### config.mk
export PLATFORM = sky130hd
export DESIGN_NAME = isamsw_ctrl
export DESIGN_NICKNAME = d
export VERILOG_FILES = /design/src/isamsw_pkg.sv /design/src/isamsw_ctrl.sv
export SDC_FILE = /design/constraint.sdc
export NUM_CORES = 1
export LEC_CHECK = 0
export ABC_AREA = 1
export BUFFER_PORTS_ARGS = -buffer_cell sky130_fd_sc_hd__buf_2
export CAP_MARGIN = 30
export CORE_AREA = 3 3 241 243
export DETAILED_ROUTE_END_ITERATION = 8
export DIE_AREA = 0 0 244 246
export HOLD_SLACK_MARGIN = 0.05
export PLACE_DENSITY = 0.4
export SYNTH_ARGS = -nofsm -noshare
export SYNTH_HDL_FRONTEND = slang
export SYNTH_SLANG_ARGS = --single-unit
### constraint.sdc
create_clock -name pclk -period 1.4 [get_ports pclk]
set_input_delay 0.14 -clock pclk [delete_from_list [all_inputs] [get_ports pclk]]
set_output_delay 0.14 -clock pclk [all_outputs]
set_load 0.01 [all_outputs]
### src/isamsw_pkg.sv
/*
  constants, field layouts and carrier types of the instruction-set mode switch block.
  assumes an apb master on pclk and a core pipeline that gives one-cycle request pulses.
*/
package isamsw_pkg;
  localparam int XLEN = 64;
  localparam int CTX_N = 2;
  localparam int CTX_W = 1;
  localparam int OFS_W = 32;
  // apb byte offsets
  localparam logic [7:0] OFS_FIRST_CFG = 8'h00;
  localparam logic [7:0] OFS_THIRD_CFG = 8'h04;
  localparam logic [7:0] OFS_DBG_CTL = 8'h08;
  localparam logic [7:0] OFS_CTX_SEL = 8'h0C;
  localparam logic [7:0] OFS_IRQ_STS = 8'h10;
  localparam logic [7:0] OFS_IRQ_MSK = 8'h14;
  // field positions
  localparam int CAP_LSB = 14;
  localparam int EXC_SEL_BIT = 16;
  localparam int LEGACY_CAP_BIT = 2;
  localparam int DBG_SEL_BIT = 0;
  // capability codes: bit 1 dual, bit 0 reset mode
  localparam logic [1:0] CAP_WORD_ONLY = 2'h0;
  localparam logic [1:0] CAP_COMPACT_ONLY = 2'h1;
  localparam logic [1:0] CAP_DUAL_WORD = 2'h2;
  localparam logic [1:0] CAP_DUAL_COMPACT = 2'h3;
  localparam int CAP_DUAL_BIT = 1;
  // mode values
  localparam logic MODE_WORD = 1'b0;
  localparam logic MODE_COMPACT = 1'b1;
  // interrupt events
  localparam int EV_SWITCH = 0;
  localparam int EV_ADDR = 1;
  localparam int EV_EXC = 2;
  localparam int EV_ERET = 3;
  localparam int EV_N = 4;
  localparam logic [EV_N-1:0] MSK_RESET = 4'h0;

  typedef enum logic [1:0] {EK_GENERAL, EK_DEBUG, EK_ERROR} isamsw_kind_t;

  typedef struct packed {
    logic jump_valid;
    logic jump_link;
    logic [XLEN-1:0] jump_src;
    logic [XLEN-1:0] link_pc;
    logic exc_valid;
    isamsw_kind_t exc_kind;
    logic exc_base_rel;
    logic [CTX_W-1:0] exc_ctx;
    logic [XLEN-1:0] exc_pc;
    logic eret_valid;
    logic [XLEN-1:0] eret_addr;
    logic [OFS_W-1:0] offset;
    logic cop_valid;
  } isamsw_req_t;

  typedef struct packed {
    logic mode;
    logic target_valid;
    logic [XLEN-1:0] target_pc;
    logic link_valid;
    logic [XLEN-1:0] link_value;
    logic save_valid;
    logic [XLEN-1:0] save_value;
    logic addr_exc;
    logic rsvd_exc;
    logic cu_exc;
    logic [OFS_W-1:0] offset_scaled;
  } isamsw_rsp_t;
endpackage

### src/isamsw_ctrl.sv
/*
  instruction-set mode bit control: mode tracking for jumps, exception entry and return,
  offset scaling, strap capture, per-context exception select, apb registers and interrupt.
  assumes the pipeline gives at most one of jump, exception and return per cycle (exception
  wins if several arrive), and that straps are stable across reset release.
*/
// The implementer's own choices: the register addresses and register access over APB.
`timescale 1ns/1ps
`default_nettype none
module isamsw_ctrl #(
  parameter bit COP_RSVD = 1'b1
) (
  input wire logic pclk,
  input wire logic presetn,
  input wire logic psel,
  input wire logic penable,
  input wire logic pwrite,
  input wire logic [7:0] paddr,
  input wire logic [31:0] pwdata,
  input wire logic [3:0] pstrb,
  output logic [31:0] prdata,
  output logic pready,
  output logic pslverr,
  input wire logic [1:0] strap_cap,
  input wire logic strap_exc_sel,
  input wire logic strap_dbg_sel,
  input wire isamsw_pkg::isamsw_req_t core_req,
  output isamsw_pkg::isamsw_rsp_t core_rsp,
  output logic irq
);
  import isamsw_pkg::*;

  logic strap_done_r;
  logic [1:0] cap_r;
  logic [CTX_N-1:0] exc_sel_r;
  logic dbg_sel_r;
  logic [CTX_W-1:0] ctx_r;
  logic [EV_N-1:0] sts_r;
  logic [EV_N-1:0] sts_nxt;
  logic [EV_N-1:0] msk_r;
  logic [EV_N-1:0] ev;
  logic mode_r;
  logic mode_q_r;
  logic irq_r;
  logic [31:0] prdata_r;
  logic pready_r;
  logic pslverr_r;
  isamsw_rsp_t rsp_r;
  logic dual;
  logic setup;
  logic wr_en;
  logic entry_mode;

  // offsets become word or halfword displacements depending on mode
  function automatic logic [OFS_W-1:0] scale_offset(input logic [OFS_W-1:0] ofs,
                                                     input logic mode);
    if (mode == MODE_WORD)
    begin
      scale_offset = {ofs[OFS_W-3:0], 2'b00};
    end
    else
    begin
      scale_offset = {ofs[OFS_W-2:0], 1'b0};
    end
  endfunction

  // return address with the mode folded into its lowest bit
  function automatic logic [XLEN-1:0] with_mode(input logic [XLEN-1:0] a, input logic m);
    with_mode = {a[XLEN-1:1], m};
  endfunction

  // program counter value with the mode bit stripped off
  function automatic logic [XLEN-1:0] strip_mode(input logic [XLEN-1:0] a);
    strip_mode = {a[XLEN-1:1], 1'b0};
  endfunction

  function automatic logic mapped(input logic [7:0] a);
    mapped = (a == OFS_FIRST_CFG) || (a == OFS_THIRD_CFG) || (a == OFS_DBG_CTL) ||
             (a == OFS_CTX_SEL) || (a == OFS_IRQ_STS) || (a == OFS_IRQ_MSK);
  endfunction

  // write data honouring byte lane 0 and lane 2, the only lanes holding writable bits
  function automatic logic lane_bit(input logic [31:0] d, input logic [3:0] s, input int b);
    lane_bit = s[b/8] & d[b];
  endfunction

  assign dual = cap_r[CAP_DUAL_BIT];
  assign setup = psel && !penable;
  assign wr_en = psel && penable && pwrite && pready_r;

  // entry mode: debug uses its own select, base-relative vectors the context select
  always_comb
  begin
    entry_mode = cap_r[0];
    unique case (core_req.exc_kind)
      EK_DEBUG:
      begin
        entry_mode = dbg_sel_r;
      end
      EK_GENERAL, EK_ERROR:
      begin
        if (core_req.exc_base_rel)
        begin
          entry_mode = exc_sel_r[core_req.exc_ctx];
        end
      end
      default:
      begin
        entry_mode = cap_r[0];
      end
    endcase
  end

  // straps are caught on the first edge after release, never inside the reset itself
  always_ff @(posedge pclk or negedge presetn)
  begin
    if (!presetn)
    begin
      strap_done_r <= 1'b0;
      cap_r <= CAP_WORD_ONLY;
    end
    else if (!strap_done_r)
    begin
      strap_done_r <= 1'b1;
      cap_r <= strap_cap;
    end
  end

  // per-context exception select, debug select and context pointer
  always_ff @(posedge pclk or negedge presetn)
  begin
    if (!presetn)
    begin
      exc_sel_r <= '0;
      dbg_sel_r <= 1'b0;
      ctx_r <= '0;
    end
    else if (!strap_done_r)
    begin
      exc_sel_r <= {CTX_N{strap_exc_sel}};
      dbg_sel_r <= strap_dbg_sel;
    end
    else if (wr_en)
    begin
      if (paddr == OFS_THIRD_CFG)
      begin
        exc_sel_r[ctx_r] <= lane_bit(pwdata, pstrb, EXC_SEL_BIT);
      end
      if (paddr == OFS_DBG_CTL)
      begin
        dbg_sel_r <= lane_bit(pwdata, pstrb, DBG_SEL_BIT);
      end
      if (paddr == OFS_CTX_SEL && pstrb[0])
      begin
        ctx_r <= pwdata[CTX_W-1:0];
      end
    end
  end

  // apb slave: data latched in setup, pready rises for exactly one access cycle
  always_ff @(posedge pclk or negedge presetn)
  begin
    if (!presetn)
    begin
      prdata_r <= 32'h0000_0000;
      pready_r <= 1'b0;
      pslverr_r <= 1'b0;
    end
    else
    begin
      pready_r <= setup;
      pslverr_r <= setup && !mapped(paddr);
      if (setup && !pwrite)
      begin
        prdata_r <= 32'h0000_0000;
        unique case (paddr)
          OFS_FIRST_CFG:
          begin
            prdata_r <= 32'h0000_0000;
          end
          OFS_THIRD_CFG:
          begin
            // mode itself is never mapped here, software sees it only via saved pc and link value
            prdata_r[CAP_LSB+1:CAP_LSB] <= cap_r;
            prdata_r[EXC_SEL_BIT] <= exc_sel_r[ctx_r];
          end
          OFS_DBG_CTL:
          begin
            prdata_r[DBG_SEL_BIT] <= dbg_sel_r;
          end
          OFS_CTX_SEL:
          begin
            prdata_r[CTX_W-1:0] <= ctx_r;
          end
          OFS_IRQ_STS:
          begin
            prdata_r[EV_N-1:0] <= sts_r;
          end
          OFS_IRQ_MSK:
          begin
            prdata_r[EV_N-1:0] <= msk_r;
          end
          default:
          begin
            prdata_r <= 32'h0000_0000;
          end
        endcase
      end
    end
  end

  // mode bit: strapped at capture, then moved by entries, returns and jumps; a single
  // device keeps its strapped value, so it has no switching path at all
  always_ff @(posedge pclk or negedge presetn)
  begin
    if (!presetn)
    begin
      mode_r <= MODE_WORD;
    end
    else if (!strap_done_r)
    begin
      // reset mode from capability: codes 0 and 2 word, 1 and 3 compact
      mode_r <= strap_cap[0];
    end
    else if (dual)
    begin
      if (core_req.exc_valid)
      begin
        mode_r <= entry_mode;
      end
      else if (core_req.eret_valid)
      begin
        mode_r <= core_req.eret_addr[0];
      end
      else if (core_req.jump_valid)
      begin
        mode_r <= core_req.jump_src[0];
      end
    end
  end

  // core side: one response per request, all fields registered
  always_ff @(posedge pclk or negedge presetn)
  begin
    if (!presetn)
    begin
      rsp_r <= '0;
    end
    else if (strap_done_r)
    begin
      rsp_r.target_valid <= 1'b0;
      rsp_r.link_valid <= 1'b0;
      rsp_r.save_valid <= 1'b0;
      rsp_r.addr_exc <= 1'b0;
      rsp_r.rsvd_exc <= 1'b0;
      rsp_r.cu_exc <= 1'b0;
      rsp_r.offset_scaled <= scale_offset(core_req.offset, mode_r);
      if (core_req.exc_valid)
      begin
        rsp_r.save_valid <= 1'b1;
        rsp_r.save_value <= with_mode(core_req.exc_pc, mode_r);
      end
      else if (core_req.eret_valid)
      begin
        rsp_r.target_valid <= 1'b1;
        rsp_r.target_pc <= strip_mode(core_req.eret_addr);
      end
      else if (core_req.jump_valid)
      begin
        rsp_r.target_valid <= 1'b1;
        rsp_r.target_pc <= strip_mode(core_req.jump_src);
        if (!dual && core_req.jump_src[0] != mode_r)
        begin
          rsp_r.addr_exc <= 1'b1;
        end
        if (core_req.jump_link)
        begin
          rsp_r.link_valid <= 1'b1;
          // pre-jump mode; on a single device this is the fixed value
          rsp_r.link_value <= with_mode(core_req.link_pc, mode_r);
        end
      end
      if (core_req.cop_valid && !core_req.exc_valid)
      begin
        // compact mode may report reserved opcode; word mode always unusable
        rsp_r.rsvd_exc <= (mode_r == MODE_COMPACT) && COP_RSVD;
        rsp_r.cu_exc <= (mode_r == MODE_WORD) || !COP_RSVD;
      end
    end
  end

  // delayed mode copy for the switch event; it takes the strapped mode at capture so
  // that a compact reset mode is not mistaken for a switch
  always_ff @(posedge pclk or negedge presetn)
  begin
    if (!presetn)
    begin
      mode_q_r <= MODE_WORD;
    end
    else if (!strap_done_r)
    begin
      mode_q_r <= strap_cap[0];
    end
    else
    begin
      mode_q_r <= mode_r;
    end
  end

  // events come from the registered response, so they lag the core pulse by one cycle
  always_comb
  begin
    ev = '0;
    ev[EV_SWITCH] = strap_done_r && (mode_q_r != mode_r);
    ev[EV_ADDR] = rsp_r.addr_exc;
    ev[EV_EXC] = rsp_r.save_valid;
    ev[EV_ERET] = rsp_r.target_valid && !rsp_r.link_valid && (mode_q_r != mode_r);
    sts_nxt = sts_r;
    if (wr_en && paddr == OFS_IRQ_STS && pstrb[0])
    begin
      sts_nxt = sts_r & ~pwdata[EV_N-1:0];
    end
    sts_nxt = sts_nxt | ev; // a set in the clearing cycle survives
  end

  // sticky status, write one to clear
  always_ff @(posedge pclk or negedge presetn)
  begin
    if (!presetn)
    begin
      sts_r <= '0;
    end
    else
    begin
      sts_r <= sts_nxt;
    end
  end

  // interrupt mask, every source masked out of reset
  always_ff @(posedge pclk or negedge presetn)
  begin
    if (!presetn)
    begin
      msk_r <= MSK_RESET;
    end
    else if (wr_en && paddr == OFS_IRQ_MSK && pstrb[0])
    begin
      msk_r <= pwdata[EV_N-1:0];
    end
  end

  // level interrupt from the next status, so it rises on the edge that sets the bit;
  // the old mask is used, so a mask write shows one cycle later
  always_ff @(posedge pclk or negedge presetn)
  begin
    if (!presetn)
    begin
      irq_r <= 1'b0;
    end
    else
    begin
      irq_r <= |(sts_nxt & msk_r);
    end
  end

  // outputs straight from flip-flops
  always_comb
  begin
    core_rsp = rsp_r;
    core_rsp.mode = mode_r;
  end
  assign prdata = prdata_r;
  assign pready = pready_r;
  assign pslverr = pslverr_r;
  assign irq = irq_r;
endmodule
`default_nettype wire

### Word level (Yosys, flattened, before mapping)

Index checks and enable logic that the tools add are counted.
W data, S select, Z words.

| word-level totals | value |
|---|---|
| word-level logic and storage cells | 126 |
| register bits after elaboration | 257 |
| input bits | 350 |

| operators by class | value |
|---|---|
| reductions and logical operators | 40 |
| $lt $le $gt $ge | 3 |
| eq/ne operators | 14 |
| mux-type cells | 37 |
| bitwise gates (word level) | 9 |

Operator list:

| cell | count |
|---|---|
| $mux W130 | 2 |
| $mux W65 | 4 |
| $mux W32 | 1 |
| $mux W1 | 19 |
| $logic_and A1 B1 Y1 | 17 |
| $eq A8 B4 Y1 const B | 2 |
| $eq A8 B5 Y1 const B | 2 |
| $and A4 B4 Y4 | 2 |
| $eq A8 B3 Y1 const B | 1 |
| $logic_not A8 Y1 | 1 |
| $mux W2 | 4 |
| $ne A2 B1 Y1 const B | 4 |
| $reduce_and A2 Y1 | 4 |
| $logic_not A1 Y1 | 6 |
| $pmux W3 S2 | 1 |
| $reduce_and A3 Y1 | 2 |
| $logic_or A1 B1 Y1 | 5 |
| $reduce_and A5 Y1 | 1 |
| $lt A1 B2 Y1 const B | 2 |
| $mux W4 | 1 |
| $ne A4 B4 Y1 const B | 1 |
| $not A4 Y4 | 1 |
| $or A4 B4 Y4 | 1 |
| $pmux W1 S4 | 1 |
| other kinds (14) | 18 |

### Logic depth before layout (Yosys ltp)

Gate-level depths: netlist (run 1).

| logic depth | value |
|---|---|
| depth after elaboration | 9 |
| gate-level depth with buffers | 11 |
| depth with buffers taken out | 11 |

### Least setup slack after synthesis (run 1)

No wires, ideal clock.

| timing path | value |
|---|---|
| path type | reg-to-reg |
| start | register strap_done_r |
| end | register rsp_r (netlist bit core_rsp[101]) |
| cell stages (with the launch flop) | 8 |
| arrival time | 1313 ps |
| required time | 1275 ps |
| setup time | 125 ps |
| path slack | -38 ps |
| path through | dfrtp_1 -> buf_4 -> inv_2 -> nor2_8 -> nand4_2 -> buf_6 -> buf_6 -> mux2_4 |

| between the ends | value |
|---|---|
| cells in the longest elaborated chain, start to end | 1 |

RTL lines:

| element | line | RTL |
|---|---|---|
| from (decl) | isamsw_ctrl.sv:33 | `logic strap_done_r;` |
| from (signal assigned) | isamsw_ctrl.sv:119 | `strap_done_r <= 1'b0;` |
| from (signal assigned) | isamsw_ctrl.sv:124 | `strap_done_r <= 1'b1;` |
| $reduce_and A5 Y1 (no source line) | - |  |
| to (decl) | isamsw_ctrl.sv:48 | `isamsw_rsp_t rsp_r;` |

No other way between the ends.
A chain may end at the register's enable or synchronous reset.

### Worst setup path after layout (run 1)

| timing path | value |
|---|---|
| start | register strap_done_r |
| end | register rsp_r (netlist bit core_rsp[143]) |

Same word-level chain as after synthesis.

==> results of run 1 <==
-- worst reg2reg max path, cell delays in order, from the launching register on --
cell     delay, ns
dfrtp_1       0.41
inv_4         0.09
nor2_8        0.04
nand4_4       0.07
buf_12        0.17
buf_16        0.20
mux2_2        0.39
-- cell usage after synthesis --
library cell	n	share of area [%]
a211o_1	1	0.080
a21oi_1	132	6.0
buf_1	5	0.17
buf_2	17	0.77
buf_4	29	2.0
buf_6	5	0.51
clkbuf_1	38	1.3
conb_1	2	0.068
dfrtp_1	255	58
inv_1	63	2.1
inv_2	4	0.14
mux2_2	26	2.7
mux2_4	37	5.1
nand2_1	293	10
nand3_1	74	3.4
nand4_2	1	0.11
nor2_1	87	3.0
nor2_2	1	0.057
nor2_4	1	0.10
nor2_8	1	0.18
nor3_1	2	0.091
nor3_2	1	0.091
o211a_1	1	0.091
o211ai_1	3	0.20
o21a_1	3	0.20
o21ai_0	18	0.82
o21ai_1	3	0.14
o221ai_1	29	2.3
o22ai_1	3	0.17
o31ai_1	1	0.068
or2_2	1	0.057
xor2_1	1	0.080
-- repair_timing --
action	4_1_cts	5_1_grt
cloned	1	6
hold endpoints to repair	500	0
buffers inserted	3	2
hold buffers	301	0
endpoints found under the setup margin	117	193
pin swaps	1	1
gates resized for setup	13	26
-- layout make-up --
class / instances / share of cell area [%]
Clock buffer: 54 / 5.26
Tap cell: 756 / 4.83
Timing Repair Buffer: 937 / 34.8
Inverter: 67 / 1.31
Multi-Input combinational cell: 748 / 20.8
Clock inverter: 6 / 0.447
Sequential cell: 255 / 32.6
-- kinds of logic (layout without fill, tap and decap cells) --
| logic type | Yosys count | in the layout | share of synthesized area, % |
|---|---|---|---|
| and+or+nand+nor | 462 | 462 | 17.0 |
| DFF | 255 | 255 | 58.0 |
| AOI/OAI and AO/OA | 194 | 194 | 10.1 |
| buffers and inverters | 161 | 1064 | 7.02 |
| muxes | 63 | 63 | 7.71 |
| other | 2 | 28 | 0.0683 |
| xor gates and xnor gates | 1 | 1 | 0.0796 |
-- worst paths after layout --
kind / startpoint / endpoint
min in group pclk: paddr[2] / ctx_r$_DFFE_PN0P_
setup reg to reg: strap_done_r$_DFF_PN0_ / core_rsp[143]$_DFFE_PN0P_
setup / recovery: strap_done_r$_DFF_PN0_ / core_rsp[143]$_DFFE_PN0P_
max in group asynchronous: presetn / core_rsp[158]$_DFFE_PN0P_
hold / removal: presetn / core_rsp[56]$_DFFE_PN0P_
hold reg to reg: core_rsp[55]$_DFFE_PN0P_ / core_rsp[55]$_DFFE_PN0P_
-- cell usage in the layout, fill, tap and decap left out, drive strengths merged --
cell type and instances:
o211a 1, o21a 3, xor2 1, buf 631, a211o 1, nand2 293, o22ai 3, inv 69
clkinv 2, o211ai 3, nor3 3, o31ai 1, a21oi 132, nand3 74, nand4 1, clkbuf 59
mux2 63, or2 1, o221ai 29, dlygate4sd3 301, o21ai 21, dfrtp 255, conb 28, bufinv 2
nor2 90
-- flip-flops by register name, summed over array words and instances (netlist names) --
name,count
cap_r,2
pready,1
prdata,7
msk_r,4
core_rsp,228
exc_sel_r,2
strap_done_r,1
ctx_r,1
pslverr,1
sts_r,4
mode_r,1
mode_q_r,1
dbg_sel_r,1
irq,1
-- layer usage --
layer  GRT usage (%)  routed length, um  share of wire (%)  vias up
met5               0                 35              0.074        -
met4            6.39               1890                4.0        6
met3            4.03               3320                7.0      116
met2            26.2              23400                 50      451
met1            17.6              18600                 39     5550
li1                -                  -                  -     5497
-- per-stage QoR --
| step | utilization [%] | cells | worst slack, ns | TNS, ns | hold slack, ns |
|---|---|---|---|---|---|
| 3_3_place_gp | 26.9 | 2450 | -0.0712 | -0.811 | 0.0369 |
| 5_1_grt | 34.9 | 2823 | -0.117 | -10.90 | 0.0824 |
| 6_report | 34.9 | 2823 | -0.0668 | -1.41 | 0.0825 |
| 2_1_floorplan | - | 1164 | 0.00439 | 0 | -0.156 |
| 4_1_cts | 34.4 | 2815 | -0.0607 | -3.28 | 0.0549 |
| 3_5_place_dp | 26.9 | 2450 | -0.0850 | -2.15 | 0.0381 |
-- power by group --
| part | internal (uW) | switching (uW) |
|---|---|---|
| combinational | 2770 | 2740 |
| clock | 5420 | 3400 |
| sequential | 8540 | 651 |
| total | 16700 | 6790 |
==> results_dict.tcl, run 1 <==
set metrics [dict create \
    cp_max_fo 22 \
    gr-usage-all-layers_pct 15.1 \
    cts_tree "done" \
    clk_pin_slew_worst_paths_ns 0.06 \
    p_total_uw 23500 \
    violations "setup timing" \
    postLayoutSetupSlackWorst_ns -0.0668 \
    post-route-period-util_pct 105 \
    routed_wl_mm 47.2 \
    die_x_um 244 \
    max_stage_delay_ns 0.41 \
    r2r_slack_ns -0.07 \
    cpMaxStageDelayCell "dfrtp_1" \
    worstPathArrival_ns 1.87 \
    hpwlAfterDp_mm 33.5 \
    finish.instance_area_sq_mm 0.0196 \
    num-fill-cells 5852 \
    grt_pass1_wl_mm 71.6 \
    critical_path_class "reg -> reg" \
    path_depth 6 \
    h-tree-depth 2 \
    path_buf_inv 3 \
    die_h_um 246 \
    drt_iter0_markers 539 \
    seq_area_sq_mm 0.00638 \
    slew_viol_final 0 \
    cts_root_buffer "clkbuf_16" \
    overflow 0 \
    dieArea_sq_mm 0.0600 \
    power_density_mw_per_mm2 1200 \
    gp_congestion 0.789 \
    yosysWarnings 0 \
    clock_skew_ns 0.0146 \
    drive_gt1_share_pct 38.0 \
    via_per_inst 4.12 \
    p_leak_uw 0.0100 \
    clock_latency_ns 0.53 \
    setup_violations 51 \
    n_antenna_cell 0 \
    end_kind "flop" \
    hp-class "in -> async" \
    rsz0062_at_grt "yes" \
    fmax_mhz 682 \
    start_util_pct 19.6 \
    place_area_sq_mm 0.0151 \
    crit_path_cell_trace "inv_4 > nor2_8 > nand4_4 > buf_12 > buf_16 > mux2_2" \
    grt_start_max_net_pins 65 \
    critPathTopFamily "buffers and inverters" \
    required_ns 1.81 \
    reg2regPathDepth 6 \
    startpoint_type "flop" \
    port_buffers 556 \
    fin_nets 2393 \
    synth_area_sq_mm 0.0110 \
    io_pins 616 \
    syn_avg_cell_area_sq_um 9.67 \
    drt_pass1_iterations 4 \
    area_delta_synth_final_pct 78.0 \
    cts_sinks 255 \
    hold_viol_final 0 \
    row_count 87 \
    ys_ff_latch 255 \
    wl_per_cell_um 16.7 \
    vias 11600 \
    multi_input_area_sq_mm 0.00407 \
    maxCapViolCount 0 \
    grt_pass1_vias 12700 \
    drc 0 \
    ir_drop_mv 0.817 \
    cts_made_buffers 34 \
    status "complete, but fails checks" \
    antenna_left 0 \
    syn_inst 1138 \
    ys_types 32 \
    antenna_found_initial 3 \
    cts_buffer_depth 3 \
    finalCriticalPeriod_ns 1.47 \
    core_sq_mm 0.0562 \
    yosysSeqAreaShare_pct 58.0 \
]
(Power assumes the default switching activity.)
==> inputs of run 2 (changes only) <==
PLACE_DENSITY = 0.39   (was 0.4)
clock period = 1.6 ns   (was 1.4 ns; I/O delays follow)
==> run 2 against run 1 <==
Net effect: the run now ends clean; sequential power fell by 13%; via count fell by 2.2%; worst hold slack improved by 0.0060 ns; clock-buffer cell count fell by 5; maximum frequency fell by 2.3%; utilization fell by 0.85 points; largest power group unchanged; register-to-register slack improved by 0.16 ns.
==> results_dict.tcl, run 2 (synthesized netlist as in run 1, its figures left out) <==
set metrics [dict create \
    status "completed" \
    fmax_mhz 666 \
    cts_buffer_depth 3 \
    drive_gt1_share_pct 36.9 \
    gp_congestion 0.831 \
    drc 0 \
    antenna_found_initial 3 \
    crit_start "strap_done_r$_DFF_PN0_" \
    worst_slew_margin_rel_pct 37.6 \
    clk_pin_slew_worst_paths_ns 0.06 \
    cp_max_fo 32 \
    gr-usage-all-layers_pct 15.0 \
    p_total_uw 20700 \
    area_delta_synth_final_pct 73.7 \
    stdcell_count 2790 \
    cts_made_buffers 34 \
    finish.instance_area_sq_mm 0.0191 \
    via_per_inst 4.07 \
    cts_tree "done" \
    path_buf_inv 5 \
    vias 11400 \
    p_clk_share_pct 38.7 \
    core_sq_mm 0.0562 \
    dieArea_sq_mm 0.0600 \
    die_h_um 246 \
    r2r_slack_ns 0.1 \
    startpoint_type "flop" \
    io_pins 616 \
    cpMaxStageDelayCell "dfrtp_1" \
    p_leak_uw 0.00977 \
    wl_per_cell_um 16.8 \
    start_util_pct 19.6 \
    h-tree-depth 2 \
    post-route-util_pct 34.0 \
    die_x_um 244 \
    cts_root_buffer "clkbuf_16" \
    largest_reg_flops 228 \
    path_depth 9 \
    reg2regPathDepth 9 \
    row_count 87 \
    post-route-period-util_pct 93.9 \
    grt_start_max_net_pins 66 \
    final_cell_mix "555 x buf_2, 302 x dlygate4sd3_1, 292 x nand2_1, 254 x dfrtp_1, 114 x a21oi_1" \
    place_area_sq_mm 0.0148 \
    critical_path_class "reg -> reg" \
    hp-class "in -> reg" \
    drt_iter0_markers 474 \
    dp_cells 2426 \
    routed_wl_mm 46.9 \
    num-fill-cells 5816 \
    required_ns 2.00 \
    p_sw_uw 5920 \
    cts_sinks 255 \
    port_buffers 556 \
    maxCapViolCount 0 \
    clock_latency_ns 0.52 \
    hold_viol_final 0 \
    end_kind "flop" \
    antenna_left 0 \
    grt_pass1_wl_mm 70.7 \
    max_stage_delay_ns 0.36 \
    tns_ns 0 \
    rsz0062_at_grt "yes" \
    crit_path_cell_trace "inv_2 > nor2_8 > buf_4 > inv_2 > nor2_4 > inv_2 > buf_12 > a21oi_1 > a21oi_1" \
    worstReg2RegEnd "core_rsp[199]$_DFFE_PN0P_" \
    seqPwrFrac_pct 38.8 \
    overflow 0 \
    clock_skew_ns 0.0161 \
    intPower_uw 14800 \
    ir_drop_mv 0.665 \
    power.share.switching_pct 28.6 \
    worst_pin_slew_ns 0.936 \
    pwr-share-comb_pct 22.5 \
    fin_nets 2360 \
    power_density_mw_per_mm2 1080 \
    finalCriticalPeriod_ns 1.50 \
    slew_viol_final 0 \
    drt_pass1_iterations 5 \
    worstPathArrival_ns 1.90 \
    rr_startpoint "strap_done_r$_DFF_PN0_" \
    hpwlAfterDp_mm 33.0 \
    crit_top_cell "inv_2" \
    worstSetupEndpoint "core_rsp[199]$_DFFE_PN0P_" \
    setup_violations 0 \
    critPathTopFamily "buffers and inverters" \
    grt_pass1_vias 12300 \
    layout_commonest_cell "buf_2" \
]
-- run 2: cell types whose count changed in the layout (fill, tap and decap cells not counted), moves of 5 or more --
cell       previous run  this run
buf_12               19        12
clkbuf_16            42        37
buf_4                51        31
clkbuf_1             13         5
-- run 2: metal layers --
layer	track usage, %	share of wire, %
met3	3.97	6.9
met5	0	0.015
met2	26.3	49
met1	17.6	41
met4	5.40	3.0
-- run 2: cell type report --
type | count | area [sq um] | area share (%)
antenna | 1 | 2.50 | 0.0131
clock buffer | 49 | 1040 | 5.45
clock inverter | 10 | 133 | 0.694
inverter | 67 | 251 | 1.32
multi-input combinational | 748 | 4020 | 21.1
sequential | 255 | 6380 | 33.4
tap | 756 | 946 | 4.95
timing repair buffer | 904 | 6330 | 33.1
-- run 2: repair_timing --
item / 4_1_cts / 5_1_grt
endpoints found under the setup margin: 1 / 101
hold buffers: 302 / 0
buffers inserted: 0 / 2
hold endpoints to repair: 499 / 0
gates cloned: 0 / 0
gates resized for setup: 1 / 22
-- run 2: power groups by stage --
| stage | registers (uW) | logic [uW] | clock network (uW) |
|---|---|---|---|
| floorplan | 8570 | 1440 | 0 |
| global placement | 8110 | 4100 | 0 |
| detailed placement | 8130 | 4100 | 0 |
| CTS | 8050 | 4710 | 8340 |
| global route | 8160 | 5100 | 8570 |
| finish | 8040 | 4660 | 8010 |
-- run 2: how the worst min path moves through the flow --
stage	start	endpoint	slack, ns	cells past startpoint
after floorplan	presetn	cap_r[0]$_DFFE_PN0N_	-0.14	0
after global placement	presetn	core_rsp[102]$_DFFE_PN0P_	0.11	1
after detailed placement	presetn	core_rsp[102]$_DFFE_PN0P_	0.11	1
after CTS	pstrb[2]	exc_sel_r[0]$_DFFE_PN0P_	0.05	4
after global routing	pstrb[2]	exc_sel_r[0]$_DFFE_PN0P_	0.08	4
final	pstrb[2]	exc_sel_r[0]$_DFFE_PN0P_	0.09	4
-- run 2: metrics by stage --
| step | worst slack, ns | hold WS (ns) |
|---|---|---|
| after floorplan | 0.162 | -0.136 |
| after global placement | 0.0738 | 0.110 |
| after detailed placement | 0.0414 | 0.108 |
| after CTS | 0.0188 | 0.0530 |
| after global routing | -0.0201 | 0.0826 |
| final | 0.0980 | 0.0885 |
-- run 2: worst min-delay path: stages --
cell and delay (ns):
buf_2 0.10, nand2_1 0.11, o21a_1 0.13, o21ai_1 0.06
